$ cat src/shared/ptp_pkg.sv
package ptp_pkg;

  // ****************************************************************
  // register map (word offsets on avalon, byte address = index * 4)
  // ****************************************************************
  localparam logic [2:0] ADDR_COUNT = 3'h0;
  localparam logic [2:0] ADDR_CONTROL = 3'h1;
  localparam logic [2:0] ADDR_PERIOD = 3'h2;
  localparam logic [2:0] ADDR_IRQ_REQ = 3'h3;
  localparam logic [2:0] ADDR_IRQ_EN = 3'h4;

  // ****************************************************************
  // field positions
  // ****************************************************************
  localparam int CTL_PS_LSB = 0;
  localparam int CTL_ON_BIT = 2;
  localparam int CTL_POST_LSB = 3;
  localparam int IRQ_MATCH_BIT = 1;

  // ****************************************************************
  // reset values
  // ****************************************************************
  localparam logic [7:0] RST_COUNT = 8'h00;
  localparam logic [6:0] RST_CONTROL = 7'h00;
  localparam logic [7:0] RST_PERIOD = 8'hFF;
  localparam logic [7:0] CTL_MASK = 8'h7F;

  // prescale divisors 1, 4, 16, 16 minus one
  localparam logic [3:0] PRE_DIV1 = 4'h0;
  localparam logic [3:0] PRE_DIV4 = 4'h3;
  localparam logic [3:0] PRE_DIV16 = 4'hF;

  typedef struct packed {
    logic [7:0] count;
    logic [6:0] control;
    logic [7:0] period;
    logic match_flag;
    logic match_en;
    logic [3:0] pre_cnt;
    logic [3:0] post_cnt;
    logic match_pulse;
    logic irq;
    logic waitreq;
    logic [31:0] rdata;
  } ptp_state_t;

  typedef struct packed {
    logic [2:0] address;
    logic read;
    logic write;
    logic [31:0] writedata;
    logic [3:0] byteenable;
  } ptp_bus_req_t;

endpackage

$ cat src/rtl/ptp_timer.sv
// Chosen here: the placing of the registers and the Avalon-MM interface to the registers.
`timescale 1ns/1ps
module ptp_timer (
  // clock and reset
  input wire logic clk_i,
  input wire logic reset_i,
  // avalon-mm slave
  input wire logic [2:0] avs_address_i,
  input wire logic avs_read_i,
  input wire logic avs_write_i,
  input wire logic [31:0] avs_writedata_i,
  input wire logic [3:0] avs_byteenable_i,
  output logic [31:0] avs_readdata_o,
  output logic avs_waitrequest_o,
  // event outputs
  output logic pwm_timebase_o,
  output logic spi_shift_clk_o,
  output logic match_irq_o
);

  // ****************************************************************
  // state
  // ****************************************************************
  ptp_pkg::ptp_state_t s_q;
  ptp_pkg::ptp_state_t s_d;
  ptp_pkg::ptp_bus_req_t req;
  logic pre_tick;
  logic count_wr;
  logic match_now;
  logic access;
  logic wr_ok;

  // ****************************************************************
  // decoding helpers
  // ****************************************************************
  // true once the postscaler has seen as many matches as the ratio asks
  function automatic logic post_done(input ptp_pkg::ptp_state_t st);
    post_done = (st.post_cnt == st.control[ptp_pkg::CTL_POST_LSB +: 4]);
  endfunction

  // software write; a count write also restarts the postscaler so the
  // next interrupt comes a whole ratio after the new count
  function automatic ptp_pkg::ptp_state_t apply_write(
    input ptp_pkg::ptp_state_t st,
    input logic [2:0] adr,
    input logic [7:0] data
  );
    ptp_pkg::ptp_state_t nx;
    nx = st;
    case (adr)
      ptp_pkg::ADDR_COUNT: begin
        nx.count = data;
        nx.post_cnt = 4'h0;
      end
      ptp_pkg::ADDR_CONTROL: begin
        nx.control = data[6:0];
      end
      ptp_pkg::ADDR_PERIOD: begin
        nx.period = data;
      end
      ptp_pkg::ADDR_IRQ_REQ: begin
        nx.match_flag = data[ptp_pkg::IRQ_MATCH_BIT];
      end
      ptp_pkg::ADDR_IRQ_EN: begin
        nx.match_en = data[ptp_pkg::IRQ_MATCH_BIT];
      end
      default: begin
        nx = st;
      end
    endcase
    apply_write = nx;
  endfunction

  // read view of one word; unmapped words and unused bits read as zero
  function automatic logic [31:0] read_word(
    input ptp_pkg::ptp_state_t st,
    input logic [2:0] adr
  );
    logic [31:0] w;
    w = 32'h0;
    case (adr)
      ptp_pkg::ADDR_COUNT: begin
        w[7:0] = st.count;
      end
      ptp_pkg::ADDR_CONTROL: begin
        w[7:0] = {1'b0, st.control} & ptp_pkg::CTL_MASK;
      end
      ptp_pkg::ADDR_PERIOD: begin
        w[7:0] = st.period;
      end
      ptp_pkg::ADDR_IRQ_REQ: begin
        w[ptp_pkg::IRQ_MATCH_BIT] = st.match_flag;
      end
      ptp_pkg::ADDR_IRQ_EN: begin
        w[ptp_pkg::IRQ_MATCH_BIT] = st.match_en;
      end
      default: begin
        w = 32'h0;
      end
    endcase
    read_word = w;
  endfunction

  // state while reset is held; waitrequest idles high
  function automatic ptp_pkg::ptp_state_t reset_state();
    ptp_pkg::ptp_state_t st;
    st = '0;
    st.count = ptp_pkg::RST_COUNT;
    st.control = ptp_pkg::RST_CONTROL;
    st.period = ptp_pkg::RST_PERIOD;
    st.waitreq = 1'b1;
    reset_state = st;
  endfunction

  // a count write also clears the prescaler, so the first tick is whole
  ptp_prescale u_prescale (
    .clk_i(clk_i),
    .reset_i(reset_i),
    .run_i(s_q.control[ptp_pkg::CTL_ON_BIT]),
    .clear_i(count_wr),
    .select_i(s_q.control[ptp_pkg::CTL_PS_LSB +: 2]),
    .tick_o(pre_tick)
  );

  // ****************************************************************
  // next state
  // ****************************************************************
  always_comb begin
    req.address = avs_address_i;
    req.read = avs_read_i;
    req.write = avs_write_i;
    req.writedata = avs_writedata_i;
    req.byteenable = avs_byteenable_i;
    s_d = s_q;
    // one wait cycle: request seen with waitrequest high, taken next edge
    access = (req.read || req.write) && s_q.waitreq;
    wr_ok = access && req.write && req.byteenable[0];
    count_wr = wr_ok && (req.address == ptp_pkg::ADDR_COUNT);
    s_d.waitreq = !access;
    s_d.rdata = 32'h0;
    match_now = 1'b0;
    s_d.match_pulse = 1'b0;

    // ****************************************************************
    // timer count and postscaler
    // ****************************************************************
    // the count only moves on a prescaler tick while the timer is on
    if (s_q.control[ptp_pkg::CTL_ON_BIT] && pre_tick) begin
      if (s_q.count == s_q.period) begin
        match_now = 1'b1;
        s_d.count = 8'h00;
      end else begin
        s_d.count = s_q.count + 8'h01;
      end
    end
    s_d.match_pulse = match_now;

    if (match_now) begin
      if (post_done(s_q)) begin
        s_d.post_cnt = 4'h0;
      end else begin
        s_d.post_cnt = s_q.post_cnt + 4'h1;
      end
    end

    // ****************************************************************
    // register writes
    // ****************************************************************
    // a write to count wins over counting in the same cycle
    if (wr_ok) begin
      s_d = apply_write(s_d, req.address, req.writedata[7:0]);
    end

    // ****************************************************************
    // match flag and interrupt
    // ****************************************************************
    // hardware set wins over a software clear in the same cycle
    if (match_now && post_done(s_q)) begin
      s_d.match_flag = 1'b1;
    end
    s_d.irq = s_d.match_flag && s_d.match_en;

    // ****************************************************************
    // read data
    // ****************************************************************
    // read data stand for the one cycle in which waitrequest is low
    if (access && req.read) begin
      s_d.rdata = read_word(s_q, req.address);
    end
  end

  // ****************************************************************
  // registers
  // ****************************************************************
  always_ff @(posedge clk_i) begin
    if (reset_i) begin
      s_q <= reset_state();
    end else begin
      s_q <= s_d;
    end
  end

  // ****************************************************************
  // outputs
  // ****************************************************************
  assign avs_readdata_o = s_q.rdata;
  assign avs_waitrequest_o = s_q.waitreq;
  // the pwm and spi event outputs share one flop so they can never disagree
  assign pwm_timebase_o = s_q.match_pulse;
  assign spi_shift_clk_o = s_q.match_pulse;
  assign match_irq_o = s_q.irq;

endmodule

$ cat src/rtl/ptp_prescale.sv
`timescale 1ns/1ps
module ptp_prescale (
  // clock and reset
  input wire logic clk_i,
  input wire logic reset_i,
  // control
  input wire logic run_i,
  input wire logic clear_i,
  input wire logic [1:0] select_i,
  // tick out
  output logic tick_o
);

  logic [3:0] cnt_q;
  logic [3:0] cnt_d;
  logic [3:0] limit;

  function automatic logic [3:0] div_limit(input logic [1:0] sel);
    case (sel)
      2'h0: div_limit = ptp_pkg::PRE_DIV1;
      2'h1: div_limit = ptp_pkg::PRE_DIV4;
      default: div_limit = ptp_pkg::PRE_DIV16;
    endcase
  endfunction

  always_comb begin
    limit = div_limit(select_i);
    tick_o = run_i && (cnt_q >= limit);
    cnt_d = cnt_q;
    if (clear_i || !run_i) begin
      cnt_d = 4'h0;
    end else if (tick_o) begin
      cnt_d = 4'h0;
    end else begin
      cnt_d = cnt_q + 4'h1;
    end
  end

  always_ff @(posedge clk_i) begin
    if (reset_i) begin
      cnt_q <= 4'h0;
    end else begin
      cnt_q <= cnt_d;
    end
  end

endmodule

$ cat config.mk
export PLATFORM = sky130hd
export DESIGN_NAME = ptp_timer
export DESIGN_NICKNAME = d
export VERILOG_FILES = /design/src/shared/ptp_pkg.sv /design/src/rtl/ptp_timer.sv /design/src/rtl/ptp_prescale.sv
export SDC_FILE = /design/constraint.sdc
export NUM_CORES = 1
export LEC_CHECK = 0
export BUFFER_PORTS_ARGS = -buffer_cell sky130_fd_sc_hd__buf_2
export CAP_MARGIN = 20
export CORE_UTILIZATION = 40
export CTS_CLUSTER_DIAMETER = 50
export DETAILED_ROUTE_END_ITERATION = 10
export PLACE_DENSITY = 0.65
export REMOVE_ABC_BUFFERS = 1
export SETUP_SLACK_MARGIN = 0.15
export SLEW_MARGIN = 40
export SYNTH_ARGS = -nofsm -noshare
export SYNTH_HDL_FRONTEND = slang
export SYNTH_SLANG_ARGS = --single-unit
$ cat constraint.sdc
create_clock -name clk_i -period 2.73 [get_ports clk_i]
set_input_delay 0.273 -clock clk_i [delete_from_list [all_inputs] [get_ports clk_i]]
set_output_delay 0.273 -clock clk_i [all_outputs]
set_load 0.01 [all_outputs]
==> results of run 1 <==
kinds of logic (layout without fill, tap and decap cells):
group / after synthesis / in the layout / share of synthesized area
muxes: 16 / 16 / 0.0653
buffers and inverters: 53 / 47 / 0.136
DFF: 44 / 44 / 0.359
AOI/OAI and AO/OA: 48 / 48 / 0.137
and+or+nand+nor: 99 / 99 / 0.214
xor gates and xnor gates: 14 / 14 / 0.0500
adders and majority gates: 7 / 7 / 0.0357
other: 1 / 24 / 0.00153
report_power, final:
part | switching (uW) | internal, uW | total [uW]
Combinational | 74.4 | 43.1 | 117
Sequential | 16.7 | 655 | 671
Clock | 227 | 202 | 429
sequential cells by signal, indices dropped and copies added (netlist names):
register / cells
avs_readdata_o: 8
s_q: 29
avs_waitrequest_o: 1
match_irq_o: 1
pwm_timebase_o: 1
u_prescale.cnt_q: 4
area by class of cell:
class | count | area share
clock buffers | 6 | 0.0319
clock inverters | 2 | 0.00386
inverters | 6 | 0.00869
multi-input cells | 208 | 0.510
flip-flops and latches | 44 | 0.340
well taps | 75 | 0.0362
repair buffers | 33 | 0.0695
cells in the mapped netlist (4+ instances only):
master,count,share of area
dfxtp_1,44,0.36
nor2_1,34,0.052
buf_4,33,0.10
mux2i_1,16,0.065
a21oi_1,14,0.029
nand3_1,12,0.025
nor2b_1,11,0.028
a211o_1,9,0.032
clkbuf_1,9,0.014
xor2_1,9,0.032
a311oi_1,7,0.025
ha_1,7,0.036
nand2_1,7,0.011
o21ai_0,7,0.014
inv_1,6,0.0092
or4_1,5,0.015
xnor2_1,5,0.018
nand2b_1,4,0.010
nor3_1,4,0.0082
nor4_1,4,0.010
per-layer routing:
metal / track usage / wire length (um) / part of all wire / vias to the layer above
met4: 0.0696 / 73 / 0.014 / 0
li1: - / - / - / 974
met2: 0.288 / 2410 / 0.47 / 57
met1: 0.208 / 2430 / 0.47 / 931
met3: 0.0250 / 235 / 0.046 / 7
met5: 0 / 0 / 0 / -
worst register-to-register path, cell delays in order (launching register included):
cell and delay (ns):
dfxtp_1 0.35, or2_2 0.32, ha_1 0.27, nand2b_1 0.13, a2111o_1 0.44, and3_1 0.29
and3_1 0.24, a41o_1 0.23
final timing paths:
| kind | start | endpoint | slack (ns) |
|---|---|---|---|
| max | s_q[53] | s_q[37] | 0.36 |
| min reg2reg | u_prescale.cnt_q[0] | u_prescale.cnt_q[0] | 0.47 |
| min | avs_write_i | avs_waitrequest_o | 0.17 |
| max reg2reg | s_q[53] | s_q[37] | 0.36 |
stage by stage:
step	util	instances	instance area [um2]	total power, uW	hold slack, ns
4_1_cts	0.438	374	2590	1230	0.172
2_1_floorplan	-	258	2230	752	0.345
5_1_grt	0.438	374	2590	1260	0.197
3_5_place_dp	0.422	366	2500	803	0.457
6_report	0.438	374	2590	1220	0.175
3_3_place_gp	0.422	366	2500	800	0.450
==> metrics.md, run 1 <==
| Metric | Value |
|---|---|
| Period utilization | `0.866` |
| Worst Path Max Fanout | `8` |
| Path category of the worst min-delay check | `input port to register` |
| Routed len/inst | `roughly 14 um` |
| Total track usage | `0.168` |
| Post-route ant nets | `0` |
| Min Tclk post-route | `~2.4 ns` |
| Vias | `just under 2000` |
| Core area | `between 5000 and 6000 um2` |
| Final WS setup | `around 0.36 ns` |
| Synth Flop Type | `dfxtp_1` |
| CP Capture Type | `register` |
| Detailed Route WL | `around 5200 um` |
| Final Max Slew Viols | `0` |
| Mapped Cells | `approximately 280` |
| Resized Gates After CTS | `0` |
| Crit-path max cell delay | `0.44 ns` |
| Final hold vios | `0` |
| Register bit total from synthesis | `44` |
| Vias/cell | `5.26` |
| Largest net degree at the start of global routing | `30` |
| Diodes inserted | `0` |
| # hold bufs at CTS | `0` |
| Worst skew pair latency | `0.30 ns` |
| CP most frequent cell | `and3_1` |
| Worst-Margin Slew | `~0.55 ns` |
| TritonCTS clock tree | `yes` |
| Die H | `80.3 um` |
| Area growth from synthesis to layout | `5.77%` |
| Most frequent cells in the layout | `dfxtp_1 (44), nor2_1 (34), buf_2 (27)` |
| PD cells | `470 nW/um2` |
| Die area | `~6400 um2` |
| Clock Sinks | `44` |
| First-pass GRT wire length | `approximately 8200 um` |
| Commonest non-fill, non-tap cell in the layout | `dfxtp_1` |
| Worst Skew | `between 0.004 and 0.005 ns` |
| Die span in x | `around 80 um` |
| Synth warn | `0` |
| WP buf/inv | `0` |
| Worst Path Arrival | `approximately 2.6 ns` |
| Max_cap viols | `0` |
| Avg Synthesized Cell Area | `between 8 and 9 um2` |
| Setup Buffers After CTS | `0` |
| Leak | `about 0.001 uW` |
| Final setup vio count | `0` |
| Layout cells sized above 1 | `0.147` |
| Outcome | `finished, final reports clean` |
| CTS Buf Count | `5` |
| FFs w/ async S/R, synth | `0` |
| H-tree levels | `2` |
| Setup WS pre-CTS | `around 0.37 ns` |
| Post-route DRC | `0` |
| RSZ-0062 raised after global routing | `false` |
| Yosys cell types | `43` |
| EDFF count, synth | `0` |
| PortBufs | `27` |
| Register Area | `between 800 and 900 um2` |
| Clock-pin slew on the worst setup and hold paths | `0.09 ns` |
| CP delay by family, top | `simple AND/OR/NAND/NOR gates` |
| Max-slew headroom | `0.635` |
| Floorplan row count | `28` |
| Crit path kind | `register to register` |
| Clock Tree Buf Depth | `2` |
| Cell chosen for the clock root | `clkbuf_8` |
| Cells on worst reg2reg path | `7` |
| Crit path depth | `7` |
| Total grt overflow | `0` |
| Fill cells | `612` |
| Req. time, crit path | `roughly 2.9 ns` |
| CP cell instances | `or2_2 -> ha_1 -> nand2b_1 -> a2111o_1 -> and3_1 -> and3_1 -> a41o_1` |
| Initial Utilization | `0.414` |
| Slowest CP cell | `a2111o_1` |
| VDD IR max | `roughly 0.00022 V` |
| Register area share after synthesis | `0.359` |
| Initial antenna violation count | `0` |
| Nets | `348` |
| Hold path depth | `2` |
| Final TNS setup | `0 ns` |
| Nature of the critical path startpoint | `register` |
| Routability cong. | `0.770` |
| Post-Syn Area | `approximately 2500 um2` |
| Multi-input gate area | `1320 um2` |
| F_max | `around 420 MHz` |
| Detailed Place HPWL | `about 3500 um` |
| Drt first pass iters | `4` |
| Detailed Route Iter0 Violations | `87` |
| Vias in the first global route | `1727` |
| IO Pins | `roughly 80` |
Power figures use the tool's default switching activity.
==> inputs of run 2 (changes only) <==
--- a/config.mk
+++ b/config.mk
@@ -5,12 +5,11 @@
 export SDC_FILE = /design/constraint.sdc
 export NUM_CORES = 1
 export LEC_CHECK = 0
-export BUFFER_PORTS_ARGS = -buffer_cell sky130_fd_sc_hd__buf_2
 export CAP_MARGIN = 20
 export CORE_UTILIZATION = 40
 export CTS_CLUSTER_DIAMETER = 50
 export DETAILED_ROUTE_END_ITERATION = 10
-export PLACE_DENSITY = 0.65
+export DONT_BUFFER_PORTS = 1
 export REMOVE_ABC_BUFFERS = 1
 export SETUP_SLACK_MARGIN = 0.15
 export SLEW_MARGIN = 40
==> metrics.md, run 2 (synthesis gave the netlist of run 1 again) <==
| Metric | Value |
|---|---|
| First-pass GRT wire length | `8450 um` |
| Die area | `~6400 um2` |
| Largest register by flop count | `s_q` |
| Leak | `between 0.0008 and 0.0009 uW` |
| Layout cells sized above 1 | `0.0625` |
| Final TNS setup | `0 ns` |
| Outcome | `finished, final reports clean` |
| Clock Sinks | `44` |
| Crit path kind | `register to register` |
| Initial Utilization | `0.414` |
| Largest net degree at the start of global routing | `30` |
| Max reg flops | `29` |
| Vias/cell | `5.30` |
| F_max | `416 MHz` |
| Max-slew headroom | `0.611` |
| Vias in the first global route | `~1700` |
| CP Capture Type | `register` |
| Total grt overflow | `0` |
| Post-route ant nets | `0` |
| Post-route DRC | `0` |
| Clock-pin slew on the worst setup and hold paths | `approximately 0.090 ns` |
| # hold bufs at CTS | `0` |
| Period utilization | `0.880` |
| Final Max Slew Viols | `0` |
| Worst skew pair latency | `0.30 ns` |
| Clock Tree Buf Depth | `2` |
| Initial antenna violation count | `0` |
| Core area | `approximately 5900 um2` |
| RSZ-0062 raised after global routing | `false` |
| CTS Buf Count | `5` |
| Detailed Place HPWL | `about 3500 um` |
| Area growth from synthesis to layout | `1.02%` |
| Drt first pass iters | `4` |
| Max_cap viols | `0` |
| Most frequent cells in the layout | `dfxtp_1 (44), nor2_1 (34), conb_1 (24)` |
| Int Power | `960 uW` |
| Routability cong. | `a little under 0.8` |
| Die H | `between 80 and 90 um` |
| Resized Gates After CTS | `0` |
| WHS | `0.0448 ns` |
| Detailed Route WL | `4980 um` |
| Worst Skew | `about 0.011 ns` |
| Combinational fraction of design power | `0.065` |
| Final hold vios | `0` |
| Total track usage | `0.172` |
| Fill cells | `between 600 and 700` |
| Routed len/inst | `about 14 um` |
| Floorplan row count | `28` |
| Setup Buffers After CTS | `0` |
| Detailed Route Iter0 Violations | `between 100 and 150` |
| Worst-Margin Slew | `0.578 ns` |
| PortBufs | `0` |
| Net Sw Frac | `0.236` |
| PD cells | `507 nW/um2` |
| Diodes inserted | `0` |
| Worst Path Arrival | `2.59 ns` |
| Net Sw Power | `roughly 300 uW` |
| Clock Power Share | `0.399` |
| Commonest non-fill, non-tap cell in the layout | `dfxtp_1` |
| Sequential share of power | `0.536` |
| Min Tclk post-route | `2.40 ns` |
| IO Pins | `between 70 and 80` |
| VDD IR max | `around 0.00027 V` |
| H-tree levels | `2` |
| Req. time, crit path | `a little under 3 ns` |
| Nets | `~320` |
| Vias | `around 1800` |
| Nature of the critical path startpoint | `register` |
| Cell chosen for the clock root | `clkbuf_8` |
| TritonCTS clock tree | `yes` |
| Path category of the worst min-delay check | `input port to register` |
| Worst Path Max Fanout | `8` |
| Final setup vio count | `0` |
| Die span in x | `approximately 80 um` |
run 2: stage by stage:
step           worst slack [ns]  utilization  cell area (um2)  std cells  power [uW]
5_1_grt                   0.226        0.418             2480        347        1320
2_1_floorplan             0.503            -             2230        258         752
4_1_cts                   0.343        0.418             2480        347        1270
3_5_place_dp              0.372        0.399             2360        339         769
6_report                  0.328        0.418             2480        347        1260
3_3_place_gp              0.390        0.399             2360        339         767
run 2: routing by layer:
layer  GRT usage  vias to the layer above  wire (um)  share of wire
met5           0                        -          0              0
met4      0.0429                        0         38         0.0076
met3      0.0409                        6        226          0.045
met2       0.277                       41       2330           0.47
met1       0.229                      876       2380           0.48
li1            -                      917          -              -
run 2: critical path: stages (launching register included):
cell	delay, ns
dfxtp_1	0.35
or2_2	0.32
ha_1	0.27
nand2b_1	0.14
a2111o_1	0.43
and3_1	0.30
and3_1	0.25
a41o_1	0.23
run 2: final timing paths:
kind              slack [ns]  cells after the start                start                   to
hold reg to reg         0.47                      1  u_prescale.cnt_q[0]  u_prescale.cnt_q[0]
hold / removal          0.04                      1              reset_i              s_q[62]
setup reg to reg        0.33                      7              s_q[53]              s_q[37]
setup / recovery        0.33                      7              s_q[53]              s_q[37]
run 2: cell type report:
type	instances	area [um2]	share of cell area
tap	75	93.8	0.0379
inverter	6	22.5	0.00910
clock inverter	3	42.5	0.0172
timing repair buffer	6	45.0	0.0182
clock buffer	5	68.8	0.0278
multi-input combinational	208	1320	0.534
sequential	44	881	0.356
run 2: power by group through the flow:
stage | registers, uW | logic, uW | clock network, uW
2_1_floorplan | 684 | 67.9 | 0
3_3_place_gp | 687 | 79.2 | 0
3_5_place_dp | 688 | 80.5 | 0
4_1_cts | 673 | 80.7 | 513
5_1_grt | 677 | 92.0 | 552
6_report | 674 | 81.0 | 501
